**src/verilog/tpc_defs.svh**
```systemverilog
// Purpose: Offsets, field positions and timing counts of the timer prescaler block
// Assumes: Wishbone word addressing, byte address = 4 * register index
// Notes:   Definitions only
`ifndef TPC_DEFS_SVH
`define TPC_DEFS_SVH

// ****************************************
// Register indexes and byte addresses
// ****************************************
`define TPC_IDX_CONTROL     12'h009
`define TPC_IDX_COUNTER     12'h008
`define TPC_IDX_OPTION      12'hF38
`define TPC_ADDR_CONTROL    14'h0024
`define TPC_ADDR_COUNTER    14'h0020
`define TPC_ADDR_OPTION     14'h3CE0

// ****************************************
// Control register fields
// ****************************************
`define TPC_CTL_REQ         7
`define TPC_CTL_MASK        6
`define TPC_CTL_SRC         5
`define TPC_CTL_EXTEN       4
`define TPC_CTL_PCLR        3
`define TPC_CTL_DIV_HI      2

// ****************************************
// Option byte fields
// ****************************************
`define TPC_OPT_OSC         7
`define TPC_OPT_TIMER_OPTION_SELECT        6

// ****************************************
// Timing
// ****************************************
`define TPC_INT_DIV         2'h3
`define TPC_EXT_MIN_CYC     4'h8
`define TPC_OPTION_RESET    8'h00

`endif

```
**src/verilog/tpc_pkg.sv**
```systemverilog
// Purpose: Types of the timer prescaler block
// Assumes: Nothing beyond the header
// Notes:   Constants live in tpc_defs.svh
package tpc_pkg;

    // ****************************************
    // Bus carriers
    // ****************************************
    typedef struct packed {
        logic        cyc;
        logic        stb;
        logic        we;
        logic [13:0] adr;
        logic [3:0]  sel;
        logic [31:0] dat;
    } tpc_wb_req_t;

    typedef struct packed {
        logic        ack;
        logic        err;
        logic [31:0] dat;
    } tpc_wb_rsp_t;

    typedef enum logic [1:0] {
        TPC_BUS_IDLE = 2'b01,
        TPC_BUS_ACK  = 2'b10
    } tpc_bus_st_t;

endpackage : tpc_pkg

```
**src/verilog/tpc_timer.sv**
```systemverilog
// Purpose: Timer clock source selection, 7-bit prescaler and 8-bit down counter
// Assumes: Option byte value arrives as a static input; pins synchronous to CLK_I
// Notes:   Single clock, slower rates are enable pulses
//
// Design decision made here: register access over Wishbone.
`timescale 1ns/1ps
`include "tpc_defs.svh"

// How it works
// - Option bit six clear: control fully software owned
// - Both select bits zero: internal clock, pin ignored
// - Enable one, source zero: internal clock gated by pin
// - Enable zero, source one: prescaler receives no clock
// - Both one: pin edges clock prescaler, slow pin
// - Option mode: bits 0,1,2,5 from option, read one
// - Option mode: enable and clear bits held one
// - Request flag set at zero, cleared by writing zero
// - Mask bit one suppresses the timer interrupt
// - Source bit: external one, internal quarter oscillator zero
// - Enable bit connects pin; reads one in option mode
// - Clear bit resets prescaler, reads zero, option one
// - Select bits divide by two to their value
// - Option byte read-only, reset value zero, kept
// - Option bit seven selects oscillator type output
// - Option mode: only bits six, seven writable
// - Software mode: option bits give initial control values
// - Option bit five selects pin or internal clock
// - Option bits two to zero select prescaler tap
// - Control register eight bits, bit three write-only in software mode
// - Option bit four initial enable in software mode
// - Counter wraps zero to all ones, reads freely
// - Counter loadable by software, counts down
module tpc_timer (
    // Clock and reset
    input  wire logic                 CLK_I,
    input  wire logic                 RSTN_I,
    // Wishbone slave
    input  wire tpc_pkg::tpc_wb_req_t WB_REQ_I,
    output tpc_pkg::tpc_wb_rsp_t      WB_RSP_O,
    // Option byte and timer pin
    input  wire logic [7:0]           OPTION_I,
    input  wire logic                 TIMER_PIN_I,
    // Status outputs
    output logic                      TIMER_IRQ_O,
    output logic                      OSC_RC_O
);
    import tpc_pkg::*;

    // ****************************************
    // Declarations
    // ****************************************
    tpc_bus_st_t  bus_q;
    tpc_wb_rsp_t  rsp_q;
    logic [7:0]   option_q;
    logic         opt_mode;
    logic         req_q;
    logic         mask_q;
    logic         src_q;
    logic         exten_q;
    logic [2:0]   div_q;
    logic         init_q;
    logic [7:0]   count_q;
    logic [6:0]   pre_q;
    logic [1:0]   qdiv_q;
    logic         pin_q;
    logic         src_eff;
    logic         exten_eff;
    logic [2:0]   div_eff;
    logic         int_tick;
    logic         pin_rise;
    logic         pre_tick;
    logic [7:0]   pre_ext;
    logic         tap_pulse;
    logic [7:0]   ctl_rd;
    logic [31:0]  rd_data;
    logic         hit_ctl;
    logic         hit_cnt;
    logic         hit_opt;
    logic         access;
    logic         wr_ctl;
    logic         wr_cnt;
    logic         pclr_wr;

    // ****************************************
    // Option byte capture at reset release
    // ****************************************
    always_ff @(posedge CLK_I or negedge RSTN_I) begin
        if (!RSTN_I) begin
            option_q <= `TPC_OPTION_RESET;
            init_q   <= 1'b1;
        end else if (init_q) begin
            option_q <= OPTION_I;
            init_q   <= 1'b0;
        end
    end

    assign opt_mode = option_q[`TPC_OPT_TIMER_OPTION_SELECT];

    // ****************************************
    // Bus decode
    // ****************************************
    assign access  = WB_REQ_I.cyc && WB_REQ_I.stb && (bus_q == TPC_BUS_IDLE);
    assign hit_ctl = (WB_REQ_I.adr == `TPC_ADDR_CONTROL);
    assign hit_cnt = (WB_REQ_I.adr == `TPC_ADDR_COUNTER);
    assign hit_opt = (WB_REQ_I.adr == `TPC_ADDR_OPTION);
    assign wr_ctl  = access && WB_REQ_I.we && hit_ctl && WB_REQ_I.sel[0] && !init_q;
    assign wr_cnt  = access && WB_REQ_I.we && hit_cnt && WB_REQ_I.sel[0];
    assign pclr_wr = wr_ctl && !opt_mode && WB_REQ_I.dat[`TPC_CTL_PCLR];

    // ****************************************
    // Effective control fields
    // ****************************************
    assign src_eff   = opt_mode ? option_q[`TPC_CTL_SRC] : src_q;
    assign exten_eff = opt_mode ? 1'b1 : exten_q;
    assign div_eff   = opt_mode ? option_q[`TPC_CTL_DIV_HI:0] : div_q;

    assign ctl_rd[`TPC_CTL_REQ]   = req_q;
    assign ctl_rd[`TPC_CTL_MASK]  = mask_q;
    assign ctl_rd[`TPC_CTL_SRC]   = opt_mode ? 1'b1 : src_q;
    assign ctl_rd[`TPC_CTL_EXTEN] = opt_mode ? 1'b1 : exten_q;
    assign ctl_rd[`TPC_CTL_PCLR]  = opt_mode;
    assign ctl_rd[`TPC_CTL_DIV_HI:0] = opt_mode ? 3'h7 : div_q;

    // ****************************************
    // Control register
    // ****************************************
    always_ff @(posedge CLK_I or negedge RSTN_I) begin
        if (!RSTN_I) begin
            mask_q  <= 1'b1;
            src_q   <= 1'b0;
            exten_q <= 1'b0;
            div_q   <= 3'h0;
        end else if (init_q) begin
            src_q   <= OPTION_I[`TPC_CTL_SRC];
            exten_q <= OPTION_I[`TPC_CTL_EXTEN];
            div_q   <= OPTION_I[`TPC_CTL_DIV_HI:0];
        end else if (wr_ctl) begin
            mask_q <= WB_REQ_I.dat[`TPC_CTL_MASK];
            if (!opt_mode) begin
                src_q   <= WB_REQ_I.dat[`TPC_CTL_SRC];
                exten_q <= WB_REQ_I.dat[`TPC_CTL_EXTEN];
                div_q   <= WB_REQ_I.dat[`TPC_CTL_DIV_HI:0];
            end
        end
    end

    // ****************************************
    // Clock source selection
    // ****************************************
    always_ff @(posedge CLK_I or negedge RSTN_I) begin
        if (!RSTN_I) begin
            qdiv_q <= 2'h0;
            pin_q  <= 1'b0;
        end else begin
            qdiv_q <= qdiv_q + 2'h1;
            pin_q  <= TIMER_PIN_I;
        end
    end

    assign int_tick = (qdiv_q == `TPC_INT_DIV);
    assign pin_rise = TIMER_PIN_I && !pin_q;

    always_comb begin
        unique case ({exten_eff, src_eff})
            2'b00:   pre_tick = int_tick;
            2'b10:   pre_tick = int_tick && TIMER_PIN_I;
            2'b01:   pre_tick = 1'b0;
            default: pre_tick = pin_rise;
        endcase
    end

    // ****************************************
    // Prescaler
    // ****************************************
    always_ff @(posedge CLK_I or negedge RSTN_I) begin
        if (!RSTN_I) begin
            pre_q <= 7'h00;
        end else if (pclr_wr) begin
            pre_q <= 7'h00;
        end else if (pre_tick) begin
            pre_q <= pre_q + 7'h01;
        end
    end

    // Tap n pulses when the low n bits roll over
    assign pre_ext = {pre_q, 1'b1};
    assign tap_pulse = pre_tick && !pclr_wr
                       && (&(pre_ext | ~(8'hFF >> (3'h7 - div_eff))));

    // ****************************************
    // Counter and request flag
    // ****************************************
    always_ff @(posedge CLK_I or negedge RSTN_I) begin
        if (!RSTN_I) begin
            count_q <= 8'hFF;
        end else if (wr_cnt) begin
            count_q <= WB_REQ_I.dat[7:0];
        end else if (tap_pulse) begin
            count_q <= count_q - 8'h01;
        end
    end

    always_ff @(posedge CLK_I or negedge RSTN_I) begin
        if (!RSTN_I) begin
            req_q <= 1'b0;
        end else if (tap_pulse && !wr_cnt && (count_q == 8'h01)) begin
            req_q <= 1'b1;
        end else if (wr_ctl && !WB_REQ_I.dat[`TPC_CTL_REQ]) begin
            req_q <= 1'b0;
        end
    end

    // ****************************************
    // Outputs
    // ****************************************
    always_ff @(posedge CLK_I or negedge RSTN_I) begin
        if (!RSTN_I) begin
            TIMER_IRQ_O <= 1'b0;
            OSC_RC_O    <= 1'b0;
        end else begin
            TIMER_IRQ_O <= req_q && !mask_q;
            OSC_RC_O    <= option_q[`TPC_OPT_OSC];
        end
    end

    // ****************************************
    // Wishbone answer
    // ****************************************
    always_comb begin
        rd_data = 32'h0000_0000;
        if (hit_ctl) begin
            rd_data[7:0] = ctl_rd;
        end else if (hit_cnt) begin
            rd_data[7:0] = count_q;
        end else if (hit_opt) begin
            rd_data[7:0] = option_q;
        end
    end

    always_ff @(posedge CLK_I or negedge RSTN_I) begin
        if (!RSTN_I) begin
            bus_q <= TPC_BUS_IDLE;
            rsp_q <= '0;
        end else begin
            unique case (bus_q)
                TPC_BUS_IDLE: begin
                    if (access) begin
                        bus_q     <= TPC_BUS_ACK;
                        rsp_q.ack <= hit_ctl || hit_cnt || hit_opt;
                        rsp_q.err <= !(hit_ctl || hit_cnt || hit_opt);
                        rsp_q.dat <= WB_REQ_I.we ? 32'h0000_0000 : rd_data;
                    end
                end
                TPC_BUS_ACK: begin
                    bus_q <= TPC_BUS_IDLE;
                    rsp_q <= '0;
                end
            endcase
        end
    end

    assign WB_RSP_O = rsp_q;

endmodule : tpc_timer
```
**config.mk**
```make
export PLATFORM = sky130hd
export DESIGN_NAME = tpc_timer
export DESIGN_NICKNAME = d
export VERILOG_FILES = /design/src/verilog/tpc_pkg.sv /design/src/verilog/tpc_timer.sv
export VERILOG_INCLUDE_DIRS = /design/src /design/src/verilog
export SDC_FILE = /design/constraint.sdc
export NUM_CORES = 1
export LEC_CHECK = 0
export ABC_CLOCK_PERIOD_IN_PS = 1800
export BUFFER_PORTS_ARGS = -buffer_cell sky130_fd_sc_hd__buf_2
export CAP_MARGIN = 20
export CORE_MARGIN = 1
export CORE_UTILIZATION = 46
export CTS_BUF_LIST = sky130_fd_sc_hd__clkbuf_8
export DETAILED_ROUTE_END_ITERATION = 12
export PLACE_DENSITY = 0.78
export REMOVE_ABC_BUFFERS = 1
export SLEW_MARGIN = 20
export SYNTH_ARGS = -nofsm -noshare
export SYNTH_HDL_FRONTEND = slang
export SYNTH_SLANG_ARGS = --single-unit
```
**constraint.sdc**
```tcl
create_clock -name CLK_I -period 1.8 [get_ports CLK_I]
set_input_delay 0.09 -clock CLK_I [delete_from_list [all_inputs] [get_ports CLK_I]]
set_output_delay 0.09 -clock CLK_I [all_outputs]
set_load 0.02 [all_outputs]
```
# [Yosys cells after proc, flatten, opt, wreduce, memory -nomap -nowiden]
# Index checks and enable logic that the tools add are counted.
[classes] n_bitwise=3 n_eq_ne=11 n_reduce_logical=36 n_shift=1 n_addsub=4 mux=29
[op_table] op="one-hot mux 34 bit (2 select lines)" n=1
[op_table] op="two-way mux 8 bit" n=6
[op_table] op="two-way mux 34 bit" n=1
[op_table] op="equality test 14 x 6 -> 1 bit, second input constant" n=2
[op_table] op="logical AND 1 bit" n=18
[op_table] op="two-way mux 3 bit" n=5
[op_table] op="equality test 14 bit, second input constant" n=1
[op_table] op="two-way mux 7 bit" n=2
[op_table] op="two-way mux 1 bit" n=11
[op_table] op="equality test 8 x 1 -> 1 bit, second input constant" n=1
[op_table] op="logical NOT 1 bit" n=8
[op_table] op="inverter 8 bit" n=1
[op_table] op="bitwise OR 8 bit" n=1
[op_table] op="AND reduction 8 bit" n=1
[op_table] op="nonzero test 2 bit" n=4
[op_table] op="right shift 8 x 3 -> 8 bit, first input constant" n=1
[op_table] op="subtractor 8 x 1 -> 8 bit, second input constant" n=1
[op_table] op="adder 7 x 1 -> 7 bit, second input constant" n=1
[op_table] op="equality test 2 bit, second input constant" n=3
[op_table] op="equality test 2 x 1 -> 1 bit, second input constant" n=2
[op_table] op="one-hot mux 2 bit (2 select lines)" n=1
[op_table] op="AND reduction 2 bit" n=2
[op_table] op="one-hot mux 1 bit (3 select lines)" n=1
[op_table] op="subtractor 3 bit, first input constant" n=1
[op_table] op="other kinds (7)" n=8
[word_totals] elab_cells=101 inputBits=64 register_bits=72

# [Logic depth before layout (Yosys ltp)]
# Gate-level depths: netlist of the first run.
[logic_depth] depth_word=14 depth_mapped=9 depth_no_buf=7

# [Least setup slack after synthesis of the first run]
# Ideal clock, no wire load.
[synth_path] path_type="register to register" start="reg option_q[6]" end="reg count_q[1]" synth_period_minus_slack_ns=1.809 n_path_buf=2 required_ns=1.718 path_stages_with_launch=9 slack_ns=-0.009 t_arrival_ns=1.726 path_cell_list="dfrtp_1 > buf_6 > o31a_1 > a21oi_4 > nand4b_1 > buf_4 > nand2_1 > o21ai_0 > mux2_2"
[synth_between] elab_chain_cells=8 word_cells_on_any_way=19
[synth_lines] element="start: declaration" line_no="tpc_timer.sv:54" text="logic [7:0] option_q;"
[synth_lines] element="start signal: assignment" line_no="tpc_timer.sv:89" text="option_q <= `TPC_OPTION_RESET;"
[synth_lines] element="two-way mux 3 bit" line_no="tpc_timer.sv:115" text="assign div_eff = opt_mode ? option_q[`TPC_CTL_DIV_HI:0] : div_q;"
[synth_lines] element="subtractor 3 bit" line_no="tpc_timer.sv:188" text="&& (&(pre_ext | ~(8'hFF >> (3'h7 - div_eff))));"
[synth_lines] element="right shift 8 x 3 -> 8 bit" line_no="tpc_timer.sv:188"
[synth_lines] element="inverter 8 bit" line_no="tpc_timer.sv:188"
[synth_lines] element="bitwise OR 8 bit" line_no="tpc_timer.sv:188"
[synth_lines] element="AND reduction 8 bit" line_no="tpc_timer.sv:188"
[synth_lines] element="logical AND 1 bit (*)" line_no="tpc_timer.sv:188"
[synth_lines] element="nonzero test 2 bit (no line) (*)"
[synth_lines] element="end signal: assignment" line_no="tpc_timer.sv:197" text="count_q <= WB_REQ_I.dat[7:0];"
[synth_lines] element="end signal: assignment" line_no="tpc_timer.sv:199" text="count_q <= count_q - 8'h01;"
[synth_lines] element="end: declaration" line_no="tpc_timer.sv:62" text="logic [7:0] count_q;"
# Mark *: on every way between the ends. The rest lies on a longest branch, timed or not.
# A chain may end at the register's enable or synchronous reset.

# [Worst setup path after layout of the first run]
[layout_path] start="reg option_q[6]" end="reg count_q[0]"
# Same word-level chain as after synthesis.

==> flow_summary.json, run 1 <==
{
  "yosys_warnings": 0,
  "grtUsageTotal_pct": 21.15,
  "cts_root_buffer": "clkbuf_8",
  "cts_sinks": 48,
  "synthXorXnorAreaFrac_pct": 3.239,
  "status": "complete, but fails checks",
  "final_nets": 422,
  "rsz0062_at_grt": "yes",
  "worst_path_largest_cell_delay_ns": 0.56,
  "synth-compound-area-share_pct": 12.59,
  "violations": "setup timing",
  "combPwrFrac_pct": 29.5,
  "synth_edf_count": 0,
  "tritoncts": "done",
  "port_buffers": 48,
  "crit_chain": "or4bb_1 > nor3_2 > a22oi_1 > nand4b_1 > buf_6 > buf_6 > xnor2_2 > a21oi_1",
  "hold_depth": 3,
  "ys_seq_area_share_pct": 44.93,
  "crit_path_max_fanout": 7,
  "grt_max_degree": 27,
  "die_h_um": 78.67,
  "crit_top_cell": "buf_6",
  "place_hpwl_um": 4740,
  "setup_viol": 11,
  "multi_input_area_um2": 1346,
  "drtIter0Drc": 114,
  "cp.required_ns": 2.03,
  "core_area_um2": 5574,
  "remaining_drc_errors": 0,
  "viasPerCell": 5.199,
  "yosysTopAreaCellShare_pct": 34.24,
  "die_w_um": 78.67,
  "synth.area.mux_share_pct": 7.358,
  "postLayoutCoreUtil_pct": 59.80,
  "drv_cap": 0,
  "netSwitchingFraction_pct": 33.20,
  "cts_buffers": 5,
  "irDropWorstVdd_uv": 495.3,
  "start_util_pct": 48.51,
  "power.density_nw_per_um2": 976.7,
  "p_switching_mw": 1.081,
  "final.setup.worst_slack_ns": -0.3427,
  "worstSetupEndpointType": "register",
  "cp_slowest_cell": "or4bb_1",
  "ys_types": 52,
  "relSlewSlack_pct": 62.98,
  "synthAdderAreaFrac_pct": 1.851,
  "synth_area_per_cell_um2": 9.868,
  "antenna_found_initial": 0,
  "hold_viol": 0,
  "synth_top_area_cell": "dfrtp_1",
  "cts_buffer_depth": 2,
  "fillerInstances": 502,
  "area_growth_pct": 23.28,
  "async_flop_share_pct": 100.0,
  "design.die.area_um2": 6188,
  "ant_nets": 0,
  "synth.area.top_cells": "dfrtp_1 (34%), dfstp_2 (11%), buf_4 (6.9%)",
  "firstDrtPassIters": 4,
  "grt_pass1_vias": 2201,
  "synthFlopType": "dfrtp_1",
  "slew_violations": 0,
  "vias": 2220,
  "antenna-diode-count": 0,
  "fin_crit_sh_pct": 119.0,
  "ios": 100,
  "worst_slew_pin_slew_ns": 0.5554,
  "htreeDepth": 2,
  "num_rows": 27,
  "max_freq_mhz": 466.7,
  "grt_pass1_wl_um": 10120,
  "reg2reg_depth": 8,
  "worstSetupPathType": "reg2reg",
  "gp_congestion": 0.8382,
  "crit_arrival_ns": 2.37,
  "synth_top_family_by_area": "simple AND/OR/NAND/NOR gates",
  "p_clk_share_pct": 23.6,
  "finClkSkew_ns": 0.005014,
  "syn_area_um2": 2704,
  "power.share.sequential_pct": 46.9,
  "ys_seq_elements": 48,
  "wirelength_um": 6195,
  "period_needed_ns": 2.143,
  "wl_per_cell_um": 14.51,
  "yosys.area_share.simple_pct": 19.30,
  "clk_pin_slew_ns": 0.09,
  "seq_area_um2": 1216,
  "insertion_delay_ns": 0.30,
  "p_leak_nw": 1.611,
  "syn_inst": 274,
  "grt-ovfl-total": 0,
  "hold_path.class": "in2reg",
  "drive_gt1_share_pct": 34.08,
  "finalPower_mw": 3.256,
  "startpoint_type": "register",
  "p_int_mw": 2.175
}
[worst max-delay path: cells and delay by family, from the launching register on]
kind / cells / cell delay [ns]
AO/OA/AOI/OAI: 2 / 0.26
XOR/XNOR: 1 / 0.06
buffers and inverters: 2 / 0.30
flip-flops: 1 / 0.50
AND/OR/NAND/NOR: 3 / 0.95
[flip-flops by register name, indices dropped and copies added, names as in the netlist, 2 cells and up]
register  cells
count_q       8
pre_q         7
bus_q         2
WB_RSP_O     10
qdiv_q        2
option_q      8
div_q         3
[area by class of cell]
cell class                      instances  share of cell area (%)
Multi-Input combinational cell        205                   40.39
Sequential cell                        48                   36.49
Timing Repair Buffer                   83                   15.95
Tap cell                               72                   2.703
Clock buffer                            5                   2.065
Inverter                               11                   1.239
Clock inverter                          3                   1.164
[cell usage in the layout (no fill, tap or decap), types with 2 or more instances in the layout]
master / count
dfstp_2: 11
nand4_1: 4
nand3_1: 4
dfrtp_1: 36
o22ai_1: 4
o21ai_0: 20
mux2i_1: 11
dlygate4sd3_1: 2
mux2_2: 3
inv_1: 12
nor2_1: 26
xor2_1: 3
o211ai_1: 3
buf_6: 3
a22o_1: 3
ha_1: 4
or4b_1: 3
nand4b_1: 2
nand2_1: 23
o21ai_1: 5
buf_4: 29
or2_1: 2
nor4_4: 2
xnor2_1: 6
conb_1: 25
clkbuf_8: 5
a21oi_1: 12
buf_2: 48
or3_1: 5
nand3b_1: 4
[per-stage QoR]
stage / instance area, µm² / cells / setup WS, ns / setup TNS (ns) / hold WS [ns]
detailed placement: 3124 / 415 / -0.3169 / -3.876 / 0.1063
CTS: 3288 / 426 / -0.2613 / -1.939 / 0.01043
global route: 3333 / 427 / -0.4443 / -3.924 / 0.009805
finish: 3333 / 427 / -0.3427 / -2.742 / 0.01126
floorplan: 2549 / 264 / -0.4945 / -3.086 / -0.2056
global placement: 3124 / 415 / -0.2662 / -2.546 / 0.09091
[worst paths after layout]
kind	start	to	slack [ns]
worst max register to register	option_q[6]	count_q[0]	-0.34
worst min register to register	option_q[7]	OSC_RC_O	0.42
worst max-delay path	option_q[6]	count_q[0]	-0.34
worst min-delay path	OPTION_I[5]	option_q[5]	0.01
min in group asynchronous	RSTN_I	WB_RSP_O[32]	0.31
max in group asynchronous	RSTN_I	mask_q	0.87
[repair_timing]
action                                  in CTS  in global routing
endpoints found under the setup margin      12                 17
pin swaps                                    5                  5
resized for setup                            8                  8
endpoints found under the hold margin       22                  0
setup buffers                                1                  1
hold buffers                                 2                  0
[per-layer routing]
layer / vias to the layer above / track usage [%] / part of all wire, %
li1: 1059 / - / -
met1: 1065 / 26.24 / 43
met2: 88 / 36.35 / 50
met3: 8 / 4.651 / 5.9
met4: 0 / 6.667 / 1.3
met5: - / 0 / 0
[synth_stat cells, drive strengths merged (2+ instances only)]
cell,n
nand3,4
o21ai,26
o211ai,3
nor3,3
nand2,24
dfrtp,37
nand4,4
buf,29
a21oi,13
or4b,3
nor2b,2
nand2b,2
dfstp,11
mux2i,13
nor2,26
nor4,3
nand3b,4
or3,5
xnor2,7
xor2,3
ha,4
inv,11
clkbuf,5
o31ai,2
nand4b,2
o22ai,4
or2,3
a22o,3
mux2,5
[logic make-up (layout without fill, tap and decap cells)]
logic type / count (synthesis) / count (layout)
AOI/OAI and AO/OA: 57 / 57
xor gates and xnor gates: 10 / 10
adders and majority gates: 4 / 4
buffers and inverters: 45 / 102
DFF: 48 / 48
muxes: 18 / 18
other: 1 / 25
and+or+nand+nor: 91 / 91
[power groups by stage]
stage	sequential, mW	combinational (mW)	clock, mW
2_1_floorplan	1.51	0.559	0
3_3_place_gp	1.53	0.858	0
3_5_place_dp	1.53	0.888	0
4_1_cts	1.52	0.931	0.788
5_1_grt	1.55	1.08	0.829
6_report	1.53	0.960	0.769
Note: power is estimated with default switching activity, not from simulation.
==> run 2: changes to the inputs <==
--- a/config.mk
+++ b/config.mk
@@ -6,14 +6,15 @@
 export SDC_FILE = /design/constraint.sdc
 export NUM_CORES = 1
 export LEC_CHECK = 0
-export ABC_CLOCK_PERIOD_IN_PS = 1800
+export ABC_CLOCK_PERIOD_IN_PS = 2100
 export BUFFER_PORTS_ARGS = -buffer_cell sky130_fd_sc_hd__buf_2
 export CAP_MARGIN = 20
 export CORE_MARGIN = 1
-export CORE_UTILIZATION = 46
+export CORE_UTILIZATION = 51
 export CTS_BUF_LIST = sky130_fd_sc_hd__clkbuf_8
 export DETAILED_ROUTE_END_ITERATION = 12
-export PLACE_DENSITY = 0.78
+export GPL_TIMING_DRIVEN = 0
+export PLACE_DENSITY = 0.82
 export REMOVE_ABC_BUFFERS = 1
 export SLEW_MARGIN = 20
 export SYNTH_ARGS = -nofsm -noshare
==> constraint.sdc (replaced) <==
create_clock -name CLK_I -period 2.1 [get_ports CLK_I]
set_input_delay 0.105 -clock CLK_I [delete_from_list [all_inputs] [get_ports CLK_I]]
set_output_delay 0.105 -clock CLK_I [all_outputs]
set_load 0.02 [all_outputs]
==> flow_summary.json, run 2 (synthesis gave the netlist of run 1 again) <==
{
  "p_switching_mw": 0.9265,
  "combPwrFrac_pct": 28.1,
  "rr_endpoint": "count_q[4]",
  "firstDrtPassIters": 4,
  "grt_max_degree": 49,
  "htreeDepth": 2,
  "final.setup.worst_slack_ns": -0.02421,
  "finClkSkew_ns": 0.008994,
  "setup_viol": 2,
  "cts_buffers": 5,
  "num_rows": 26,
  "vias": 2187,
  "reg2reg_depth": 8,
  "status": "complete, but fails checks",
  "violations": "setup timing",
  "fin_crit_sh_pct": 101.2,
  "grt_pass1_wl_um": 9239,
  "port_buffers": 48,
  "drtIter0Drc": 118,
  "p_int_mw": 1.830,
  "cts_root_buffer": "clkbuf_8",
  "irDropWorstVdd_uv": 397.2,
  "antenna_found_initial": 0,
  "drv_cap": 0,
  "grtUsageTotal_pct": 22.42,
  "ios": 100,
  "max_freq_mhz": 470.8,
  "postLayoutCoreUtil_pct": 62.81,
  "antenna-diode-count": 0,
  "design.die.area_um2": 5597,
  "finalPower_mw": 2.757,
  "area_growth_pct": 18.65,
  "place_hpwl_um": 3949,
  "min_to": "div_q[2]",
  "worst_hold_slack_ns": 0.01600,
  "drive_gt1_share_pct": 32.54,
  "insertion_delay_ns": 0.31,
  "place_inst": 382,
  "start_util_pct": 52.94,
  "hold_viol": 0,
  "reg2reg_slack_ns": -0.02,
  "gp_congestion": 0.8566,
  "dp_slack_ns": -0.5838,
  "placed_area_um2": 2877,
  "p_clk_share_pct": 24.4,
  "mostFrequentLayoutCell": "buf_2",
  "cts_buffer_depth": 2,
  "hp-start": "OPTION_I[2]",
  "worstReg2RegStart": "option_q[6]",
  "hold_path.class": "in2reg",
  "viasPerCell": 5.360,
  "hold_depth": 3,
  "wl_per_cell_um": 14.73,
  "most-common-layout-cells": "buf_2 (48), dfrtp_1 (36), nor2_1 (25), conb_1 (25), nand2_1 (23)",
  "slew_violations": 0,
  "largest_reg_flops": 10,
  "remaining_drc_errors": 0,
  "fin_setup_tns_ns": -0.04388,
  "cp.required_ns": 2.36,
  "ant_nets": 0,
  "relSlewSlack_pct": 56.67,
  "crit_arrival_ns": 2.38,
  "power.share.sequential_pct": 47.5,
  "tritoncts": "done",
  "die_w_um": 74.81,
  "worstSetupEndpointType": "register",
  "worstSetupPathType": "reg2reg",
  "rsz0062_at_grt": "yes",
  "grt_pass1_vias": 1969,
  "final_nets": 405,
  "worst_slew_pin_slew_ns": 0.6472,
  "fillerInstances": 441,
  "startpoint_type": "register",
  "grt-ovfl-total": 0,
  "multi_input_area_um2": 1348,
  "period_needed_ns": 2.124,
  "power.density_nw_per_um2": 859.3,
  "clk_pin_slew_ns": 0.09,
  "design_area_um2": 3208,
  "final_cells": 408,
  "die_h_um": 74.81,
  "netSwitchingFraction_pct": 33.61,
  "crit_path_max_fanout": 5,
  "cts_sinks": 48,
  "p_leak_nw": 1.512,
  "wirelength_um": 6008,
  "core_area_um2": 5107,
  "seq_area_um2": 1220
}
## run 2: area by class of cell
type	instances	share of cell area, %
clock buffers	5	2.145
clock inverters	3	1.326
inverters	11	1.287
multi-input cells	205	42.00
flip-flops and latches	48	38.03
well taps	70	2.730
repair buffers	66	12.48
## run 2: how the worst max path moves through the flow
stage | startpoint | end | slack (ns) | cells after the start
2_1_floorplan | option_q[6] | count_q[6] | -0.19 | 6
3_3_place_gp | option_q[6] | count_q[4] | -0.54 | 6
3_5_place_dp | option_q[6] | count_q[6] | -0.58 | 6
4_1_cts | init_q | count_q[2] | 0.02 | 9
5_1_grt | option_q[6] | count_q[7] | -0.15 | 10
6_report | option_q[6] | count_q[4] | -0.02 | 8
## run 2: routing by layer
metal	part of all wire, %	routed length, µm	GRT usage, %
met2	49	2927	36.44
met1	43	2554	29.46
met4	2.0	120	7.128
met5	0	0	0
met3	6.7	405	5.890
## run 2: power by group through the flow
stage | Clock, mW | Combinational, mW | Sequential [mW]
after floorplan | 0 | 0.479 | 1.30
after global placement | 0 | 0.638 | 1.32
after detailed placement | 0 | 0.658 | 1.32
after CTS | 0.681 | 0.702 | 1.30
after global routing | 0.723 | 0.858 | 1.34
final | 0.673 | 0.774 | 1.31
## run 2: timing repair
action / 4_1_cts / 5_1_grt
pin swaps: 1 / 11
setup buffers: 10 / 6
gates resized for setup: 5 / 17
endpoints found under the hold margin: 1 / 37
hold buffers: 1 / 1
endpoints found under the setup margin: 17 / 15
## run 2: critical path: stages (launching register included)
cell and delay (ns):
dfrtp_2 0.46, buf_4 0.15, mux2i_1 0.12, or2_1 0.25, a21oi_4 0.20, nand4b_1 0.16
buf_6 0.17, or4b_1 0.47, nand3_1 0.09
==> run 3: changes to the inputs <==
--- a/config.mk
+++ b/config.mk
@@ -9,6 +9,7 @@
 export ABC_CLOCK_PERIOD_IN_PS = 2100
 export BUFFER_PORTS_ARGS = -buffer_cell sky130_fd_sc_hd__buf_2
 export CAP_MARGIN = 20
+export CORE_ASPECT_RATIO = 0.75
 export CORE_MARGIN = 1
 export CORE_UTILIZATION = 51
 export CTS_BUF_LIST = sky130_fd_sc_hd__clkbuf_8
==> flow_summary.json, run 3 (synthesis gave the netlist of run 1 again) <==
{
  "final_nets": 401,
  "rr_endpoint": "count_q[6]",
  "worstReg2RegStart": "option_q[6]",
  "rsz0062_at_grt": "yes",
  "antenna-diode-count": 0,
  "core_area_um2": 4982,
  "postLayoutCoreUtil_pct": 62.48,
  "design_area_um2": 3113,
  "status": "complete, but fails checks",
  "place_inst": 384,
  "final.setup.worst_slack_ns": -0.01612,
  "vias": 2136,
  "cts_root_buffer": "clkbuf_8",
  "slew_violations": 0,
  "hold_depth": 2,
  "worstSetupEndpointType": "register",
  "mostFrequentLayoutCell": "buf_2",
  "crit_arrival_ns": 2.35,
  "hp-start": "OPTION_I[3]",
  "firstDrtPassIters": 4,
  "top_usage_layer": "met2",
  "irDropWorstVdd_uv": 487.8,
  "largest_reg_flops": 10,
  "relSlewSlack_pct": 51.16,
  "power.density_nw_per_um2": 815.7,
  "cts_buffer_depth": 2,
  "finalPower_mw": 2.539,
  "grtUsageTotal_pct": 20.72,
  "period_needed_ns": 2.116,
  "grt_use_met2_pct": 33.33,
  "grt_max_degree": 49,
  "grt_util_met3_pct": 3.949,
  "grt-ovfl-total": 0,
  "design.die.area_um2": 5600,
  "area_growth_pct": 15.13,
  "met1_usage_pct": 29.20,
  "remaining_drc_errors": 0,
  "viasPerCell": 5.274,
  "most-common-layout-cells": "buf_2 (47), dfrtp_1 (36), nor2_1 (25), conb_1 (25), nand2_1 (23)",
  "p_leak_nw": 1.469,
  "cts_sinks": 48,
  "reg2reg_slack_ns": -0.02,
  "grt_pass1_wl_um": 8818,
  "die_h_um": 65.06,
  "fillerInstances": 430,
  "fin_crit_sh_pct": 100.8,
  "tritoncts": "done",
  "place_hpwl_um": 4038,
  "min_to": "option_q[3]",
  "violations": "setup timing",
  "setup_viol": 1,
  "insertion_delay_ns": 0.29,
  "finClkSkew_ns": 0.007762,
  "antenna_found_initial": 0,
  "drv_cap": 0,
  "placed_area_um2": 2884,
  "final_cells": 405,
  "wirelength_um": 5843,
  "startpoint_type": "register",
  "gp_congestion": 0.8211,
  "port_buffers": 48,
  "fin_setup_tns_ns": -0.01612,
  "hold_viol": 0,
  "drtIter0Drc": 111,
  "grt_pass1_vias": 1856,
  "worstSetupPathType": "reg2reg",
  "hold_path.class": "in2reg",
  "cp.required_ns": 2.34,
  "ant_nets": 0,
  "reg2reg_depth": 7,
  "crit_path_max_fanout": 7,
  "drive_gt1_share_pct": 30.33,
  "wl_per_cell_um": 14.43,
  "htreeDepth": 2,
  "worst_slew_pin_slew_ns": 0.7295,
  "clk_pin_slew_ns": 0.08,
  "ios": 100,
  "start_util_pct": 54.27,
  "num_rows": 22,
  "cts_buffers": 5,
  "die_w_um": 86.08,
  "max_freq_mhz": 472.6
}
run 3: changes by cell type in the layout (fill, tap and decap cells not counted), sizes merged:
cell | previous run | this run
clkinvlp | 1 | 0
clkbuf | 5 | 6
bufinv | 1 | 0
buf | 64 | 59
inv | 11 | 12
run 3: layer usage:
metal / vias up / share of wire, % / wire, µm
li1: 1015 / - / -
met2: 59 / 47 / 2742
met1: 1057 / 49 / 2837
met5: - / 0 / 0
met3: 5 / 3.9 / 227
met4: 0 / 0.62 / 36
run 3: power breakdown:
part,leakage [nW],internal [mW],switching (mW)
Sequential,0.582,1.13,0.180
Combinational,0.843,0.320,0.401
Clock,0.0452,0.222,0.290
Total,1.47,1.67,0.871
run 3: repair_timing:
| item | CTS | global route |
|---|---|---|
| gates resized for setup | 3 | 12 |
| pin swaps | 2 | 8 |
| setup endpoints to repair | 10 | 14 |
| buffers inserted | 5 | 7 |
| endpoints found under the hold margin | 1 | 37 |
| hold buffers | 1 | 1 |
run 3: worst max-delay path: stages, from the launching register on:
cell and delay (ns):
dfrtp_2 0.51, buf_6 0.16, o31a_1 0.32, a21oi_4 0.17
nand4b_1 0.14, buf_6 0.16, or4b_4 0.48, nand4_1 0.11
run 3: metrics by stage:
step | worst slack (ns) | hold WS [ns]
3_5_place_dp | -0.6615 | 0.2401
2_1_floorplan | -0.1945 | -0.1906
4_1_cts | 0.0006197 | 0.02872
3_3_place_gp | -0.5867 | 0.2296
6_report | -0.01612 | 0.03695
5_1_grt | -0.08635 | 0.02814
run 3: worst max-delay path by stage:
stage / startpoint / to / slack, ns / cells after the start
finish: option_q[6] / count_q[6] / -0.02 / 7
global route: option_q[6] / count_q[6] / -0.09 / 7
CTS: option_q[6] / count_q[6] / 0.0006 / 7
detailed placement: option_q[6] / count_q[6] / -0.66 / 6
global placement: option_q[6] / count_q[4] / -0.59 / 6
floorplan: option_q[6] / count_q[6] / -0.19 / 6
run 3: layout make-up:
cell class | instances | area [µm²] | share of cell area [%]
clock inverter | 2 | 8.758 | 0.2814
timing repair buffer | 62 | 360.3 | 11.58
tap | 72 | 90.09 | 2.894
sequential | 48 | 1220 | 39.19
inverter | 11 | 41.29 | 1.326
clock buffer | 5 | 68.82 | 2.211
multi-input combinational | 205 | 1324 | 42.52
